[src/rfs_pkg.sv]
// Package: register map, field positions and constants of the receive filter and status block
`default_nettype none
package rfs_pkg;

  // ----------------------------------------------------------------
  // Register map (byte addresses on the register bus)
  // ----------------------------------------------------------------
  localparam int unsigned ADDR_W           = 8;
  localparam logic [7:0]  OFS_RX_CFG_STAT  = 8'h0c;  // Write: receive_config, read: receive_status
  localparam logic [7:0]  OFS_TX_PAGE      = 8'h10;  // transmit_page_start
  localparam logic [7:0]  OFS_TALLY_ALIGN  = 8'h14;  // alignment_tally
  localparam logic [7:0]  OFS_TALLY_CSUM   = 8'h18;  // checksum_error_tally
  localparam logic [7:0]  OFS_TALLY_MISSED = 8'h1c;  // missed_packet_tally

  // ----------------------------------------------------------------
  // receive_config fields
  // ----------------------------------------------------------------
  localparam int unsigned CFG_W            = 6;      // Bits 7:6 are not stored
  localparam int unsigned CFG_SAVE_ERR     = 0;
  localparam int unsigned CFG_ACCEPT_SHORT = 1;
  localparam int unsigned CFG_ACCEPT_BCAST = 2;
  localparam int unsigned CFG_ACCEPT_MCAST = 3;
  localparam int unsigned CFG_PROMISC      = 4;
  localparam int unsigned CFG_LISTEN_ONLY  = 5;
  localparam logic [5:0]  CFG_RESET        = 6'h00;

  // ----------------------------------------------------------------
  // receive_status fields
  // ----------------------------------------------------------------
  localparam int unsigned ST_INTACT        = 0;
  localparam int unsigned ST_CSUM_ERR      = 1;
  localparam int unsigned ST_ALIGN_ERR     = 2;
  localparam int unsigned ST_OVERRUN       = 3;
  localparam int unsigned ST_MISSED        = 4;
  localparam int unsigned ST_ADDR_TYPE     = 5;
  localparam int unsigned ST_RX_DISABLED   = 6;
  localparam int unsigned ST_DEFERRING     = 7;
  localparam logic [7:0]  STATUS_RESET     = 8'h00;

  // ----------------------------------------------------------------
  // Packet length limits and misc
  // ----------------------------------------------------------------
  localparam logic [15:0] LEN_MIN_NORMAL   = 16'h0040; // 64 bytes
  localparam logic [15:0] LEN_MIN_SHORT    = 16'h0008; // 8 bytes
  localparam logic [2:0]  DRIBBLE_LIMIT    = 3'h6;     // Fewer dribble bits with good checksum: no error
  localparam int unsigned TALLY_W          = 8;
  localparam logic [7:0]  TALLY_MAX        = 8'hff;
  localparam logic [7:0]  PAGE_RESET       = 8'h00;
  localparam logic [1:0]  RESP_OKAY        = 2'h0;
  localparam logic [1:0]  RESP_SLVERR      = 2'h2;

endpackage
`default_nettype wire

[src/rfs_rx_filter_status.sv]
// Receive filter, receive status, tally counters and transmit page start with an AXI4-Lite slave
// Contract
// - Save-errored bit set accepts checksum/alignment errored packets; clear rejects them.
// - Packets under 64 bytes rejected unless short-accept set; then need at least 8.
// - Broadcast destination accepted only with the accept-broadcast bit set.
// - Multicast accepted only with accept-multicast set and hash filter bit set.
// - Promiscuous bit accepts any physical address; else station address must match.
// - Listen-only checks packets, never buffers them, counts each recognized one without overrun as missed.
// - Broadcast and multicast acceptance OR together and add to own-address acceptance.
// - Status byte stored after good packet, at head if errored saved, never if rejected.
// - Receive status cleared when the next packet arrives.
// - Intact flag set only when checksum, alignment, overrun and missed flags are zero.
// - Checksum flag set on checksum or alignment error; checksum tally increments.
// - Alignment flag and tally on non-byte end with checksum failing.
// - Good checksum with under six dribble bits is no error; alignment-only never occurs.
// - FIFO overflow during reception sets overrun flag and aborts the packet.
// - Missed flag and tally when no buffer is available or in listen-only mode.
// - Address type flag: 0 physical match, 1 multicast or broadcast match.
// - Receiver-disabled flag follows entry to and exit from listen-only mode.
// - Deferring flag set by carrier sense or collision, held during jabber.
// - All registers are 8 bits wide; wider values split into byte halves.
// - Transmit start loads page into address bits 15-8, low byte zero.
// - Page registers hold and compare only address bits 15-8.
// - Offset 0x0c writes receive configuration and reads receive status.
// - Six latched checksum bits select one of 64 hash filter bits.
//
// The AXI4-Lite register port is this design's own decision.
`default_nettype none
module rfs_rx_filter_status
  import rfs_pkg::*;
(
  input  wire logic              clk_sys_i,
  input  wire logic              rst_i,
  // AXI4-Lite slave
  input  wire logic [ADDR_W-1:0] s_axi_awaddr,
  input  wire logic              s_axi_awvalid,
  output logic                   s_axi_awready,
  input  wire logic [31:0]       s_axi_wdata,
  input  wire logic [3:0]        s_axi_wstrb,
  input  wire logic              s_axi_wvalid,
  output logic                   s_axi_wready,
  output logic [1:0]             s_axi_bresp,
  output logic                   s_axi_bvalid,
  input  wire logic              s_axi_bready,
  input  wire logic [ADDR_W-1:0] s_axi_araddr,
  input  wire logic              s_axi_arvalid,
  output logic                   s_axi_arready,
  output logic [31:0]            s_axi_rdata,
  output logic [1:0]             s_axi_rresp,
  output logic                   s_axi_rvalid,
  input  wire logic              s_axi_rready,
  // Receive engine events
  input  wire logic              rx_start_i,
  input  wire logic              rx_end_i,
  input  wire logic [15:0]       rx_length_i,
  input  wire logic [47:0]       rx_dest_addr_i,
  input  wire logic [5:0]        rx_hash_i,
  input  wire logic              rx_csum_ok_i,
  input  wire logic [2:0]        rx_dribble_i,
  input  wire logic              rx_fifo_overflow_i,
  input  wire logic              rx_no_buffer_i,
  input  wire logic [47:0]       station_addr_i,
  input  wire logic [63:0]       hash_filter_i,
  input  wire logic              carrier_sense_i,
  input  wire logic              collision_i,
  input  wire logic              tx_start_i,
  // Results
  output logic                   rx_accept_o,
  output logic                   rx_abort_o,
  output logic                   rx_buffer_en_o,
  output logic                   status_wr_o,
  output logic                   status_at_head_o,
  output logic [7:0]             status_byte_o,
  output logic [15:0]            tx_dma_addr_o
);

  // ----------------------------------------------------------------
  // State
  // ----------------------------------------------------------------
  typedef struct packed {
    logic [CFG_W-1:0]   cfg;
    logic [7:0]         tx_page;
    logic [7:0]         status;
    logic [15:0]        dma_addr;
    logic [TALLY_W-1:0] tally_align;
    logic [TALLY_W-1:0] tally_csum;
    logic [TALLY_W-1:0] tally_missed;
    logic               in_packet;
    logic               overrun;
    logic               aw_have;
    logic [ADDR_W-1:0]  aw_addr;
    logic               w_have;
    logic [7:0]         w_data;
    logic               w_lane0;
    logic               bvalid;
    logic [1:0]         bresp;
    logic               rvalid;
    logic [7:0]         rdata;
    logic [1:0]         rresp;
    logic               accept;
    logic               abort;
    logic               st_wr;
    logic               st_head;
  } rfs_state_s;

  rfs_state_s st_r;
  rfs_state_s st_nxt;

  // ----------------------------------------------------------------
  // Packet classification
  // ----------------------------------------------------------------
  logic is_bcast;
  logic is_mcast;
  logic phys_ok;
  logic mcast_ok;
  logic addr_ok;
  logic len_ok;
  logic misaligned;
  logic csum_err;
  logic align_err;
  logic errored;
  logic recognized;
  logic missed;
  logic overrun_now;
  logic accept_now;
  logic [7:0] final_status;

  // Destination class, filter and error decode
  always_comb begin
    is_bcast   = &rx_dest_addr_i;
    is_mcast   = rx_dest_addr_i[0] && !is_bcast;
    phys_ok    = st_r.cfg[CFG_PROMISC] || (rx_dest_addr_i == station_addr_i);
    mcast_ok   = st_r.cfg[CFG_ACCEPT_MCAST] && hash_filter_i[rx_hash_i];
    addr_ok    = is_bcast ? st_r.cfg[CFG_ACCEPT_BCAST] :
                 is_mcast ? mcast_ok : phys_ok;
    len_ok     = (rx_length_i >= LEN_MIN_NORMAL) ||
                 (st_r.cfg[CFG_ACCEPT_SHORT] && rx_length_i >= LEN_MIN_SHORT);
    misaligned = (rx_dribble_i != 3'h0);
    csum_err   = !rx_csum_ok_i;
    align_err  = misaligned && !rx_csum_ok_i;
    errored    = csum_err;
    recognized = addr_ok && len_ok;
    overrun_now = st_r.overrun || rx_fifo_overflow_i;
    missed     = recognized && !overrun_now &&
                 (st_r.cfg[CFG_LISTEN_ONLY] || rx_no_buffer_i);
    accept_now = recognized && !overrun_now && !missed &&
                 (!errored || st_r.cfg[CFG_SAVE_ERR]);
    final_status = st_r.status;
    final_status[ST_CSUM_ERR]  = csum_err;
    final_status[ST_ALIGN_ERR] = align_err;
    final_status[ST_OVERRUN]   = overrun_now;
    final_status[ST_MISSED]    = missed;
    final_status[ST_ADDR_TYPE] = is_bcast || is_mcast;
    final_status[ST_INTACT]    = !csum_err && !align_err && !overrun_now && !missed;
  end

  // ----------------------------------------------------------------
  // Next state
  // ----------------------------------------------------------------
  logic wr_fire;
  logic [7:0] rd_data;
  logic       rd_ok;

  always_comb begin
    st_nxt = st_r;
    st_nxt.accept = 1'b0;
    st_nxt.abort  = 1'b0;
    st_nxt.st_wr  = 1'b0;
    st_nxt.st_head = 1'b0;

    // Deferring flag is a live view of carrier sense and collision (held line during jabber)
    st_nxt.status[ST_DEFERRING] = carrier_sense_i || collision_i;

    // Packet start clears the status byte except the receiver-disabled and deferring bits
    if (rx_start_i) begin
      st_nxt.status = STATUS_RESET;
      st_nxt.status[ST_RX_DISABLED] = st_r.cfg[CFG_LISTEN_ONLY];
      st_nxt.status[ST_DEFERRING]   = carrier_sense_i || collision_i;
      st_nxt.in_packet = 1'b1;
      st_nxt.overrun   = 1'b0;
    end

    // FIFO overflow aborts the packet in flight
    if (st_r.in_packet && rx_fifo_overflow_i && !st_r.overrun) begin
      st_nxt.overrun = 1'b1;
      st_nxt.abort   = 1'b1;
      st_nxt.status[ST_OVERRUN] = 1'b1;
    end

    // Packet end: final status, tallies, status write to buffer memory
    if (rx_end_i && st_r.in_packet) begin
      st_nxt.in_packet = 1'b0;
      st_nxt.status[6:0] = final_status[6:0];
      st_nxt.accept = accept_now;
      st_nxt.st_wr  = accept_now;
      st_nxt.st_head = accept_now && errored;
      if (recognized && csum_err && st_r.tally_csum != TALLY_MAX) begin
        st_nxt.tally_csum = st_r.tally_csum + 8'h01;
      end
      if (recognized && align_err && st_r.tally_align != TALLY_MAX) begin
        st_nxt.tally_align = st_r.tally_align + 8'h01;
      end
      if (missed && st_r.tally_missed != TALLY_MAX) begin
        st_nxt.tally_missed = st_r.tally_missed + 8'h01;
      end
    end

    // Transmit start loads the page into the upper address byte
    if (tx_start_i) begin
      st_nxt.dma_addr = {st_r.tx_page, 8'h00};
    end

    // Write channel capture, address and data in either order
    if (s_axi_awvalid && s_axi_awready) begin
      st_nxt.aw_have = 1'b1;
      st_nxt.aw_addr = s_axi_awaddr;
    end
    if (s_axi_wvalid && s_axi_wready) begin
      st_nxt.w_have  = 1'b1;
      st_nxt.w_data  = s_axi_wdata[7:0];
      st_nxt.w_lane0 = s_axi_wstrb[0];
    end
    if (wr_fire) begin
      st_nxt.aw_have = 1'b0;
      st_nxt.w_have  = 1'b0;
      st_nxt.bvalid  = 1'b1;
      st_nxt.bresp   = RESP_OKAY;
      unique case ({st_r.aw_addr[ADDR_W-1:2], 2'b00})
        OFS_RX_CFG_STAT: begin
          if (st_r.w_lane0) begin
            st_nxt.cfg = st_r.w_data[CFG_W-1:0];
            st_nxt.status[ST_RX_DISABLED] = st_r.w_data[CFG_LISTEN_ONLY];
          end
        end
        OFS_TX_PAGE: begin
          if (st_r.w_lane0) begin
            st_nxt.tx_page = st_r.w_data;
          end
        end
        default: st_nxt.bresp = RESP_SLVERR;
      endcase
    end
    if (st_r.bvalid && s_axi_bready) begin
      st_nxt.bvalid = 1'b0;
    end

    // Read channel
    if (s_axi_arvalid && s_axi_arready) begin
      st_nxt.rvalid = 1'b1;
      st_nxt.rdata  = rd_data;
      st_nxt.rresp  = rd_ok ? RESP_OKAY : RESP_SLVERR;
    end else if (st_r.rvalid && s_axi_rready) begin
      st_nxt.rvalid = 1'b0;
    end
  end

  // Read decode, all registers 8 bits wide
  always_comb begin
    rd_data = 8'h00;
    rd_ok   = 1'b1;
    unique case ({s_axi_araddr[ADDR_W-1:2], 2'b00})
      OFS_RX_CFG_STAT:  rd_data = st_r.status;
      OFS_TX_PAGE:      rd_data = st_r.tx_page;
      OFS_TALLY_ALIGN:  rd_data = st_r.tally_align;
      OFS_TALLY_CSUM:   rd_data = st_r.tally_csum;
      OFS_TALLY_MISSED: rd_data = st_r.tally_missed;
      default:          rd_ok   = 1'b0;
    endcase
  end

  // Handshakes
  assign wr_fire       = st_r.aw_have && st_r.w_have && !st_r.bvalid;
  assign s_axi_awready = !st_r.aw_have;
  assign s_axi_wready  = !st_r.w_have;
  assign s_axi_arready = !st_r.rvalid;

  // ----------------------------------------------------------------
  // State register
  // ----------------------------------------------------------------
  always_ff @(posedge clk_sys_i) begin
    if (rst_i) begin
      st_r          <= '0;
      st_r.cfg      <= CFG_RESET;
      st_r.tx_page  <= PAGE_RESET;
      st_r.status   <= STATUS_RESET;
    end else begin
      st_r <= st_nxt;
    end
  end

  // Outputs
  assign s_axi_bvalid     = st_r.bvalid;
  assign s_axi_bresp      = st_r.bresp;
  assign s_axi_rvalid     = st_r.rvalid;
  assign s_axi_rresp      = st_r.rresp;
  assign s_axi_rdata      = {24'h000000, st_r.rdata};
  assign rx_accept_o      = st_r.accept;
  assign rx_abort_o       = st_r.abort;
  assign rx_buffer_en_o   = !st_r.cfg[CFG_LISTEN_ONLY];
  assign status_wr_o      = st_r.st_wr;
  assign status_at_head_o = st_r.st_head;
  assign status_byte_o    = st_r.status;
  assign tx_dma_addr_o    = st_r.dma_addr;
endmodule
`default_nettype wire

[config.mk]
export PLATFORM = sky130hd
export DESIGN_NAME = rfs_rx_filter_status
export DESIGN_NICKNAME = d
export VERILOG_FILES = /design/src/rfs_pkg.sv /design/src/rfs_rx_filter_status.sv
export SDC_FILE = /design/constraint.sdc
export NUM_CORES = 1
export LEC_CHECK = 0
export BUFFER_PORTS_ARGS = -buffer_cell sky130_fd_sc_hd__buf_2
export CAP_MARGIN = 30
export CORE_AREA = 5 5 122 124
export DETAILED_ROUTE_END_ITERATION = 10
export DIE_AREA = 0 0 127 129
export PLACE_DENSITY = 0.76
export SETUP_SLACK_MARGIN = 0.5
export SLEW_MARGIN = 5
export SYNTH_ARGS = -nofsm -noshare
export SYNTH_HDL_FRONTEND = slang
export SYNTH_SLANG_ARGS = --single-unit
[constraint.sdc]
create_clock -name clk_sys_i -period 3.91 [get_ports clk_sys_i]
set_input_delay 0.782 -clock clk_sys_i [delete_from_list [all_inputs] [get_ports clk_sys_i]]
set_output_delay 0.782 -clock clk_sys_i [all_outputs]
set_load 0.01 [all_outputs]
==> results of run 1 <==
path summary, 6_finish.rpt:
path,startpoint,endpoint,slack [ps]
worst max register to register,st_r[38],st_r[42],1420
worst min register to register,st_r[26],st_r[26],460
worst min-delay path,st_r[26],st_r[26],460
worst max-delay path,rx_hash_i[0],st_r[55],760
worst max-delay path, stage by stage:
cell and delay (ps):
buf_2 300, mux4_1 650, o31ai_1 290, a211oi_1 70, a32o_2 280, a311oi_4 330, buf_12 240, nor2_1 110
mux2_4 310
final cells by class:
class                   instances  area share
clock buffers                   9      0.0323
clock inverters                 7     0.00682
inverters                      11     0.00592
multi-input cells             479       0.479
flip-flops and latches         88       0.253
well taps                     180      0.0323
repair buffers                258       0.191
where the power goes:
| part | switching, mW | leakage (nW) | internal (mW) |
|---|---|---|---|
| Clock | 0.356 | 0.132 | 0.430 |
| Sequential | 0.0140 | 0.713 | 0.914 |
| Combinational | 0.181 | 2.22 | 0.170 |
cell families after synthesis:
logic type                 count (synthesis)
adders and majority gates                  3
DFF                                       88
xor gates and xnor gates                  47
and+or+nand+nor                          235
buffers and inverters                     99
AOI/OAI and AO/OA                         98
muxes                                     62
other                                      1
cells in the mapped netlist, types with 4 or more instances:
| cell | instances | area share |
|---|---|---|
| xnor2_1 | 15 | 0.023 |
| mux2i_1 | 38 | 0.067 |
| buf_6 | 6 | 0.012 |
| nor4_1 | 16 | 0.018 |
| a22oi_1 | 10 | 0.013 |
| xor2_1 | 32 | 0.050 |
| o31ai_1 | 11 | 0.015 |
| mux4_1 | 6 | 0.028 |
| inv_1 | 11 | 0.0073 |
| clkbuf_1 | 13 | 0.0086 |
| nor3_1 | 12 | 0.011 |
| nand3b_1 | 5 | 0.0066 |
| mux4_2 | 9 | 0.036 |
| nor2_1 | 72 | 0.048 |
| nand2_1 | 37 | 0.025 |
| a21oi_1 | 46 | 0.041 |
| mux2_4 | 8 | 0.021 |
| or4_1 | 8 | 0.011 |
| buf_1 | 4 | 0.0027 |
| nand2b_1 | 8 | 0.0088 |
| and3_1 | 4 | 0.0044 |
| a222oi_1 | 8 | 0.014 |
| nand3_1 | 12 | 0.011 |
| nor2b_1 | 13 | 0.014 |
| dfxtp_1 | 88 | 0.31 |
| buf_4 | 61 | 0.081 |
| nand4_1 | 24 | 0.027 |
| o21ai_0 | 5 | 0.0044 |
| o41ai_1 | 4 | 0.0062 |
metrics by stage:
step | instances | total power [mW] | cell area, um2 | setup WS, ps | utilization
floorplan | 666 | 1.15 | 5780 | 820 | -
global placement | 1015 | 1.29 | 6680 | 430 | 0.489
detailed placement | 1016 | 1.30 | 6700 | 398 | 0.490
CTS | 1032 | 2.08 | 6970 | 745 | 0.510
global route | 1032 | 2.16 | 6970 | 630 | 0.510
finish | 1032 | 2.07 | 6970 | 758 | 0.510
metal layers:
metal  global-route usage  wire length, um  vias to the layer above
met2                0.347             8560                      255
li1                     -                -                     2643
met3               0.0490             1430                       30
met1                0.276             7500                     2555
met5                    0                0                        -
met4               0.0694              493                        0
placed cells by master (no fill, tap or decap), drive strengths merged, types with 24 or more instances in the layout:
master,instances
dfxtp,88
mux2i,38
nand2,37
nand4,24
a21oi,46
conb,34
buf,258
nor2,73
xor2,32
flip-flops by register name (all words and copies together), names as in the netlist:
| signal | flops |
|---|---|
| status_byte_o | 8 |
| rx_abort_o | 1 |
| status_wr_o | 1 |
| s_axi_rresp | 1 |
| status_at_head_o | 1 |
| tx_dma_addr_o | 8 |
| s_axi_rdata | 8 |
| st_r | 57 |
| s_axi_bvalid | 1 |
| s_axi_bresp | 1 |
| s_axi_rvalid | 1 |
==> flow_summary.yaml, run 1 <==
clocking:
  clkSlewWorstSetupHoldPaths_ps: 60
  cts_resized: 0
  post-cts-setup-buffers: 0
  clk_path_buf_depth: 2
  htreeDepth: 3
  cts_buffers: 9
  cts.sinks: 88
  cts_hold_buf: 0
  clk_latency_ps: 330
  root_buffer: "clkbuf_16"
  cts_tree: "yes"
sta:
  hold_viol: 0
  rsz0062_at_grt: "false"
  worst_pin_slew_ps: 973
  fin_crit_sh: 0.806
  slew_headroom: 0.350
  tns_ps: 0
  setup_viol: 0
  fmax_mhz: 317
  hold_slack_ps: 457
  fin_skew_ps: 4.19
  slew_viol_final: 0
  timing.final.crit_period_ps: 3150
setup_path:
  startpoint_type: "input port"
  arrival_ps: 3370
  required_ps: 4130
  crit_path_max_fanout: 37
  endpoint_kind: "register"
  ff2ff_path_depth: 6
  criticalPathCategory: "in2reg"
hold_path:
  hold_depth: 2
  min_path_type: "reg2reg"
die:
  coreArea_um2: 13700
  fp.dieW_um: 127
  std_cell_rows: 43
  dieArea_um2: 16400
  pin_count: 322
  start_util: 0.414
  die_h_um: 129
yosys:
  synthesis.area_um2: 5660
  ys_seq_elements: 88
  synthSimpleGateAreaFrac: 0.220
  synth_fa_ha_area_frac: 0.00664
  synth_edf_count: 0
  muxShareOfSynthArea: 0.154
  synthFlopType: "dfxtp_1"
  synthCells: 633
  synth_area_per_cell_um2: 8.94
  yosysSeqAreaShare: 0.311
  synthArstFlopShare: 0
  synthXorXnorAreaFrac: 0.0728
  synth-compound-area-share: 0.115
  synth_top_family_by_area: "simple AND/OR/NAND/NOR gates"
  synth_cell_types: 61
  yosysWarnings: 0
job:
  cap_violations: 0
power_and_ir_drop:
  power.leakage_nw: 3.06
  power.density_nw_per_um2: 296
  peakVddDrop_v: 0.000208
routing:
  wl_um: 18000
  drc: 0
  drt_iter0_drc: 420
  drtAntennaViolNets: 0
  post_drt_wl_per_cell_um: 17.4
  first_pass_iters: 5
  vias_per_cell: 5.31
  vias: 5483
placement:
  place.gp.congestion: 0.934
  io_buffers: 253
  dpl.hpwl_um: 15000
grt:
  grt_max_degree: 39
  grt_pass1_wl_um: 27300
  grt_usage: 0.211
  overflow: 0
  antenna_found_initial: 0
  grt_pass1_vias: 5364
finish:
  antenna_cells: 0
  fillCellCount: 1334
  drive_gt1_frac: 0.360
  seqCellArea_um2: 1760
  multiInputGateArea_um2: 3340
  fin_nets: 1102
  syn_to_final_growth_pct: 23.3
run_status:
  status: "finished clean"
(Power assumes the default switching activity.)
==> inputs of run 2 (changes only) <==
--- a/config.mk
+++ b/config.mk
@@ -7,10 +7,10 @@
 export LEC_CHECK = 0
 export BUFFER_PORTS_ARGS = -buffer_cell sky130_fd_sc_hd__buf_2
 export CAP_MARGIN = 30
-export CORE_AREA = 5 5 122 124
+export CORE_MARGIN = 5
+export CORE_UTILIZATION = 41
 export DETAILED_ROUTE_END_ITERATION = 10
-export DIE_AREA = 0 0 127 129
-export PLACE_DENSITY = 0.76
+export PLACE_DENSITY = 0.78
 export SETUP_SLACK_MARGIN = 0.5
 export SLEW_MARGIN = 5
 export SYNTH_ARGS = -nofsm -noshare
==> constraint.sdc (replaced) <==
create_clock -name clk_sys_i -period 2.7 [get_ports clk_sys_i]
set_input_delay 0.54 -clock clk_sys_i [delete_from_list [all_inputs] [get_ports clk_sys_i]]
set_output_delay 0.54 -clock clk_sys_i [all_outputs]
set_load 0.01 [all_outputs]
==> flow_summary.yaml, run 2 (synthesis results as in run 1) <==
routing:
  drt_iter0_drc: 395
  drc: 0
  post_drt_wl_per_cell_um: 17.7
  vias: 5822
  wl_um: 19300
  first_pass_iters: 7
  vias_per_cell: 5.35
  drtAntennaViolNets: 0
die:
  dieArea_um2: 16200
  std_cell_rows: 43
  die_h_um: 127
  start_util: 0.412
  coreArea_um2: 13700
  pin_count: 322
  fp.dieW_um: 127
power_and_ir_drop:
  finalPower_mw: 3.18
  power.density_nw_per_um2: 408
  peakVddDrop_v: 0.000445
  power.leakage_nw: 3.50
setup_path:
  ff2ff_path_depth: 6
  crit_path_max_fanout: 7
  max_stage_delay_ps: 570
  crit_chain: "buf_2 > xnor2_2 > nand4_1 > or4_4 > nor3_4 > buf_4 > a311oi_4 > buf_6 > buf_12 > buf_8 > or4_1 > a21oi_1"
  rrSetupSlack_ps: 500
  endpoint_kind: "register"
  path_delay_family: "simple AND/OR/NAND/NOR gates"
  rr_startpoint: "st_r[47]"
  arrival_ps: 2900
  cp_num_buf_inv: 5
  required_ps: 2960
  reg2reg_to: "st_r[51]"
  cp_slowest_cell: "or4_4"
  startpoint_type: "input port"
  criticalPathCategory: "in2reg"
  crit_path_start: "station_addr_i[12]"
  endpoint: "st_r[57]"
  path_depth: 12
placement:
  post-place-ws_ps: -433
  place_inst: 1065
  dpl.hpwl_um: 15300
  place.gp.congestion: 0.891
  io_buffers: 253
grt:
  use_met2: 0.409
  met3_usage: 0.0502
  antenna_found_initial: 0
  overflow: 0
  grt_max_degree: 53
  grt_pass1_vias: 5852
  grt_usage: 0.225
  busiest_layer: "met2"
  grt_pass1_wl_um: 28700
  met1_usage: 0.262
clocking:
  root_buffer: "clkbuf_16"
  clk_path_buf_depth: 2
  clkSlewWorstSetupHoldPaths_ps: 70
  htreeDepth: 3
  cts_hold_buf: 0
  clk_latency_ps: 340
  cts.sinks: 88
  cts_tree: "yes"
  cts_buffers: 9
finish:
  finalNonFillerCells: 1088
  regMostFlops: "st_r"
  antenna_cells: 0
  final_cell_mix: "buf_2, dfxtp_1, nor2_1"
  syn_to_final_growth_pct: 37.8
  largest_reg_flops: 57
  drive_gt1_frac: 0.430
  layout_commonest_cell: "buf_2"
  fin_nets: 1158
sta:
  fin_crit_sh: 0.976
  setup_viol: 0
  rsz0062_at_grt: "true"
  slew_viol_final: 0
  timing.final.crit_period_ps: 2640
  slew_headroom: 0.370
  fmax_mhz: 379
  worst_pin_slew_ps: 945
  hold_viol: 0
  setup_ws_ps: 64.4
  fin_skew_ps: 12.2
hold_path:
  min_path_type: "in2reg"
run_status:
  status: "finished clean"
job:
  cap_violations: 0
==> run 2: what timing repair did <==
action | CTS | global route
buffers inserted | 4 | 0
pin swaps | 39 | 16
gates resized for setup | 47 | 10
setup endpoints to repair | 28 | 28
cloned | 3 | 0
==> run 2: worst min path at each step <==
stage	from	to	cells past startpoint
2_1_floorplan	st_r[25]	st_r[25]	2
3_5_place_dp	st_r[25]	st_r[25]	2
3_3_place_gp	st_r[25]	st_r[25]	2
4_1_cts	s_axi_rready	s_axi_rvalid	2
5_1_grt	s_axi_rready	s_axi_rvalid	2
6_report	s_axi_rready	s_axi_rvalid	2
==> run 2: worst register-to-register path: cells and delay by family (launching register included) <==
| kind | cells | cell delay, ps |
|---|---|---|
| AOI/OAI and AO/OA | 2 | 420 |
| adders and majority gates | 1 | 250 |
| DFF | 1 | 350 |
| and+or+nand+nor | 3 | 1100 |
==> run 2: metal layers <==
metal / wire length (um) / part of all wire / up-vias
met5: 0 / 0 / -
met4: 446 / 0.023 / 0
met3: 1630 / 0.085 / 34
met2: 9820 / 0.51 / 279
met1: 7360 / 0.38 / 2748
li1: - / - / 2761
==> run 2: through the flow <==
step           area [um2]   util  TNS (ps)  hold slack, ps
6_report             7790  0.568         0             383
5_1_grt              7790  0.568         0             393
4_1_cts              7740  0.564         0             384
3_5_place_dp         7120  0.519     -8940             449
3_3_place_gp         7120  0.519     -8520             443
2_1_floorplan        5820      -      -764             436
==> run 2: power breakdown <==
| group | internal (mW) | total [mW] | switching (mW) | leakage [nW] |
|---|---|---|---|---|
| sequential | 1.32 | 1.34 | 0.0207 | 0.713 |
| clock | 0.725 | 1.27 | 0.547 | 0.146 |
| combinational | 0.286 | 0.561 | 0.275 | 2.64 |
| total | 2.34 | 3.18 | 0.842 | 3.50 |
==> run 2: layout make-up <==
| type | instances | area, um2 |
|---|---|---|
| multi-input combinational | 479 | 3570 |
| inverter | 11 | 41.3 |
| timing repair buffer | 314 | 1890 |
| clock buffer | 9 | 225 |
| clock inverter | 7 | 77.6 |
| fill | 1235 | 5930 |
| tap | 180 | 225 |
| sequential | 88 | 1760 |
==> inputs of run 3 (changes only) <==
==> constraint.sdc (replaced) <==
create_clock -name clk_sys_i -period 2.25 [get_ports clk_sys_i]
set_input_delay 0.45 -clock clk_sys_i [delete_from_list [all_inputs] [get_ports clk_sys_i]]
set_output_delay 0.45 -clock clk_sys_i [all_outputs]
set_load 0.01 [all_outputs]
==> flow_summary.yaml, run 3 (synthesis results as in run 1) <==
finish:
  layout_commonest_cell: "buf_2"
  finalNonFillerCells: 1086
  fin_nets: 1156
  drive_gt1_frac: 0.442
  final_area_um2: 7830
  syn_to_final_growth_pct: 38.4
  regMostFlops: "st_r"
  final_cell_mix: "buf_2, dfxtp_1, nor2_1"
  largest_reg_flops: 57
clocking:
  htreeDepth: 3
  clkSlewWorstSetupHoldPaths_ps: 60
  cts_tree: "yes"
  root_buffer: "clkbuf_16"
  clk_latency_ps: 340
  clk_path_buf_depth: 2
  cts_buffers: 9
  cts.sinks: 88
  cts_hold_buf: 0
setup_path:
  max_stage_delay_ps: 480
  cpMostUsedCell: "buf_12"
  required_ps: 2530
  criticalPathCategory: "in2reg"
  startpoint_type: "input port"
  arrival_ps: 2700
  crit_path_max_fanout: 8
  cp_num_buf_inv: 4
  cp_slowest_cell: "or4_4"
  path_delay_family: "compound AO/OA/AOI/OAI gates"
  crit_chain: "buf_12 > mux2i_1 > mux4_2 > a221oi_2 > a32o_2 > a311oi_4 > buf_6 > buf_12 > buf_12 > or4_4 > a21oi_2"
  endpoint_kind: "register"
routing:
  drc: 0
  drtAntennaViolNets: 0
  post_drt_wl_per_cell_um: 17.9
  wl_um: 19400
  first_pass_iters: 5
  drt_iter0_drc: 465
  vias: 5780
  vias_per_cell: 5.32
sta:
  slew_viol_final: 0
  setup_viol: 26
  fin_crit_sh: 1.08
  timing.final.crit_period_ps: 2420
  worst_pin_slew_ps: 664
  rsz0062_at_grt: "true"
  slew_headroom: 0.556
  setup_ws_ps: -170
  fmax_mhz: 413
  fin_skew_ps: 8.29
  hold_viol: 0
die:
  std_cell_rows: 43
  die_h_um: 127
  coreArea_um2: 13700
  fp.dieW_um: 127
  start_util: 0.412
  dieArea_um2: 16200
  pin_count: 322
run_status:
  violations: "negative setup slack"
  status: "complete, but fails checks"
grt:
  antenna_found_initial: 1
  overflow: 0
  grt_max_degree: 100
  grt_usage: 0.233
  grt_pass1_wl_um: 29900
  grt_pass1_vias: 5930
power_and_ir_drop:
  power.density_nw_per_um2: 472
  peakVddDrop_v: 0.000368
  finalPower_mw: 3.69
  power.leakage_nw: 3.51
job:
  cap_violations: 0
placement:
  dpl.hpwl_um: 15600
  place_inst: 1060
  place.gp.congestion: 0.940
  io_buffers: 253
  placed_area_um2: 7100
hold_path:
  min_path_type: "in2reg"
run 3: final cells by class:
class | instances | area (um2)
Tap cell | 180 | 225
Sequential cell | 88 | 1760
Clock inverter | 6 | 45.0
Antenna cell | 1 | 2.50
Inverter | 11 | 41.3
Fill cell | 1189 | 5890
Timing Repair Buffer | 312 | 1910
Clock buffer | 9 | 225
Multi-Input combinational cell | 479 | 3620
run 3: power by group:
part / switching, mW / leakage (nW) / total, mW / internal (mW)
clock: 0.636 / 0.136 / 1.39 / 0.750
sequential: 0.0243 / 0.713 / 1.61 / 1.59
combinational: 0.337 / 2.66 / 0.693 / 0.356
run 3: final timing paths:
check               start  depth (start not counted)      endpoint  slack, ps
max          rx_hash_i[1]                         11      st_r[61]       -170
min reg2reg      st_r[26]                          2      st_r[26]        470
max reg2reg      st_r[47]                          7      st_r[51]         10
min          s_axi_rready                          2  s_axi_rvalid        290
run 3: repair_timing:
| action | 4_1_cts | 5_1_grt |
|---|---|---|
| endpoints found under the hold margin | 0 | 0 |
| gates cloned | 4 | 0 |
| buffers inserted | 4 | 2 |
| pin swaps | 29 | 9 |
| gates resized for setup | 42 | 24 |
| setup endpoints to repair | 28 | 36 |
run 3: layer usage:
metal  share of wire  global-route usage
met2            0.50               0.407
met5               0                   0
met3           0.082              0.0447
met4           0.030              0.0864
met1            0.38               0.284
run 3: worst register-to-register path: cells and delay by family (launching register included):
family / cells / cell delay, ps
compound gates: 2 / 440
fa+ha+maj: 1 / 230
buf+inv: 1 / 140
flops: 1 / 310
simple gates: 3 / 1040
run 3: stage by stage:
step                 util  setup WS, ps  setup TNS [ps]  hold WS [ps]
finish              0.571          -170           -2690           293
detailed placement  0.517          -717          -17560           449
global placement    0.517          -656          -16310           443
floorplan               -          -458          -10170           436
CTS                 0.560          -182           -2300           290
global route        0.570          -223           -4360           294
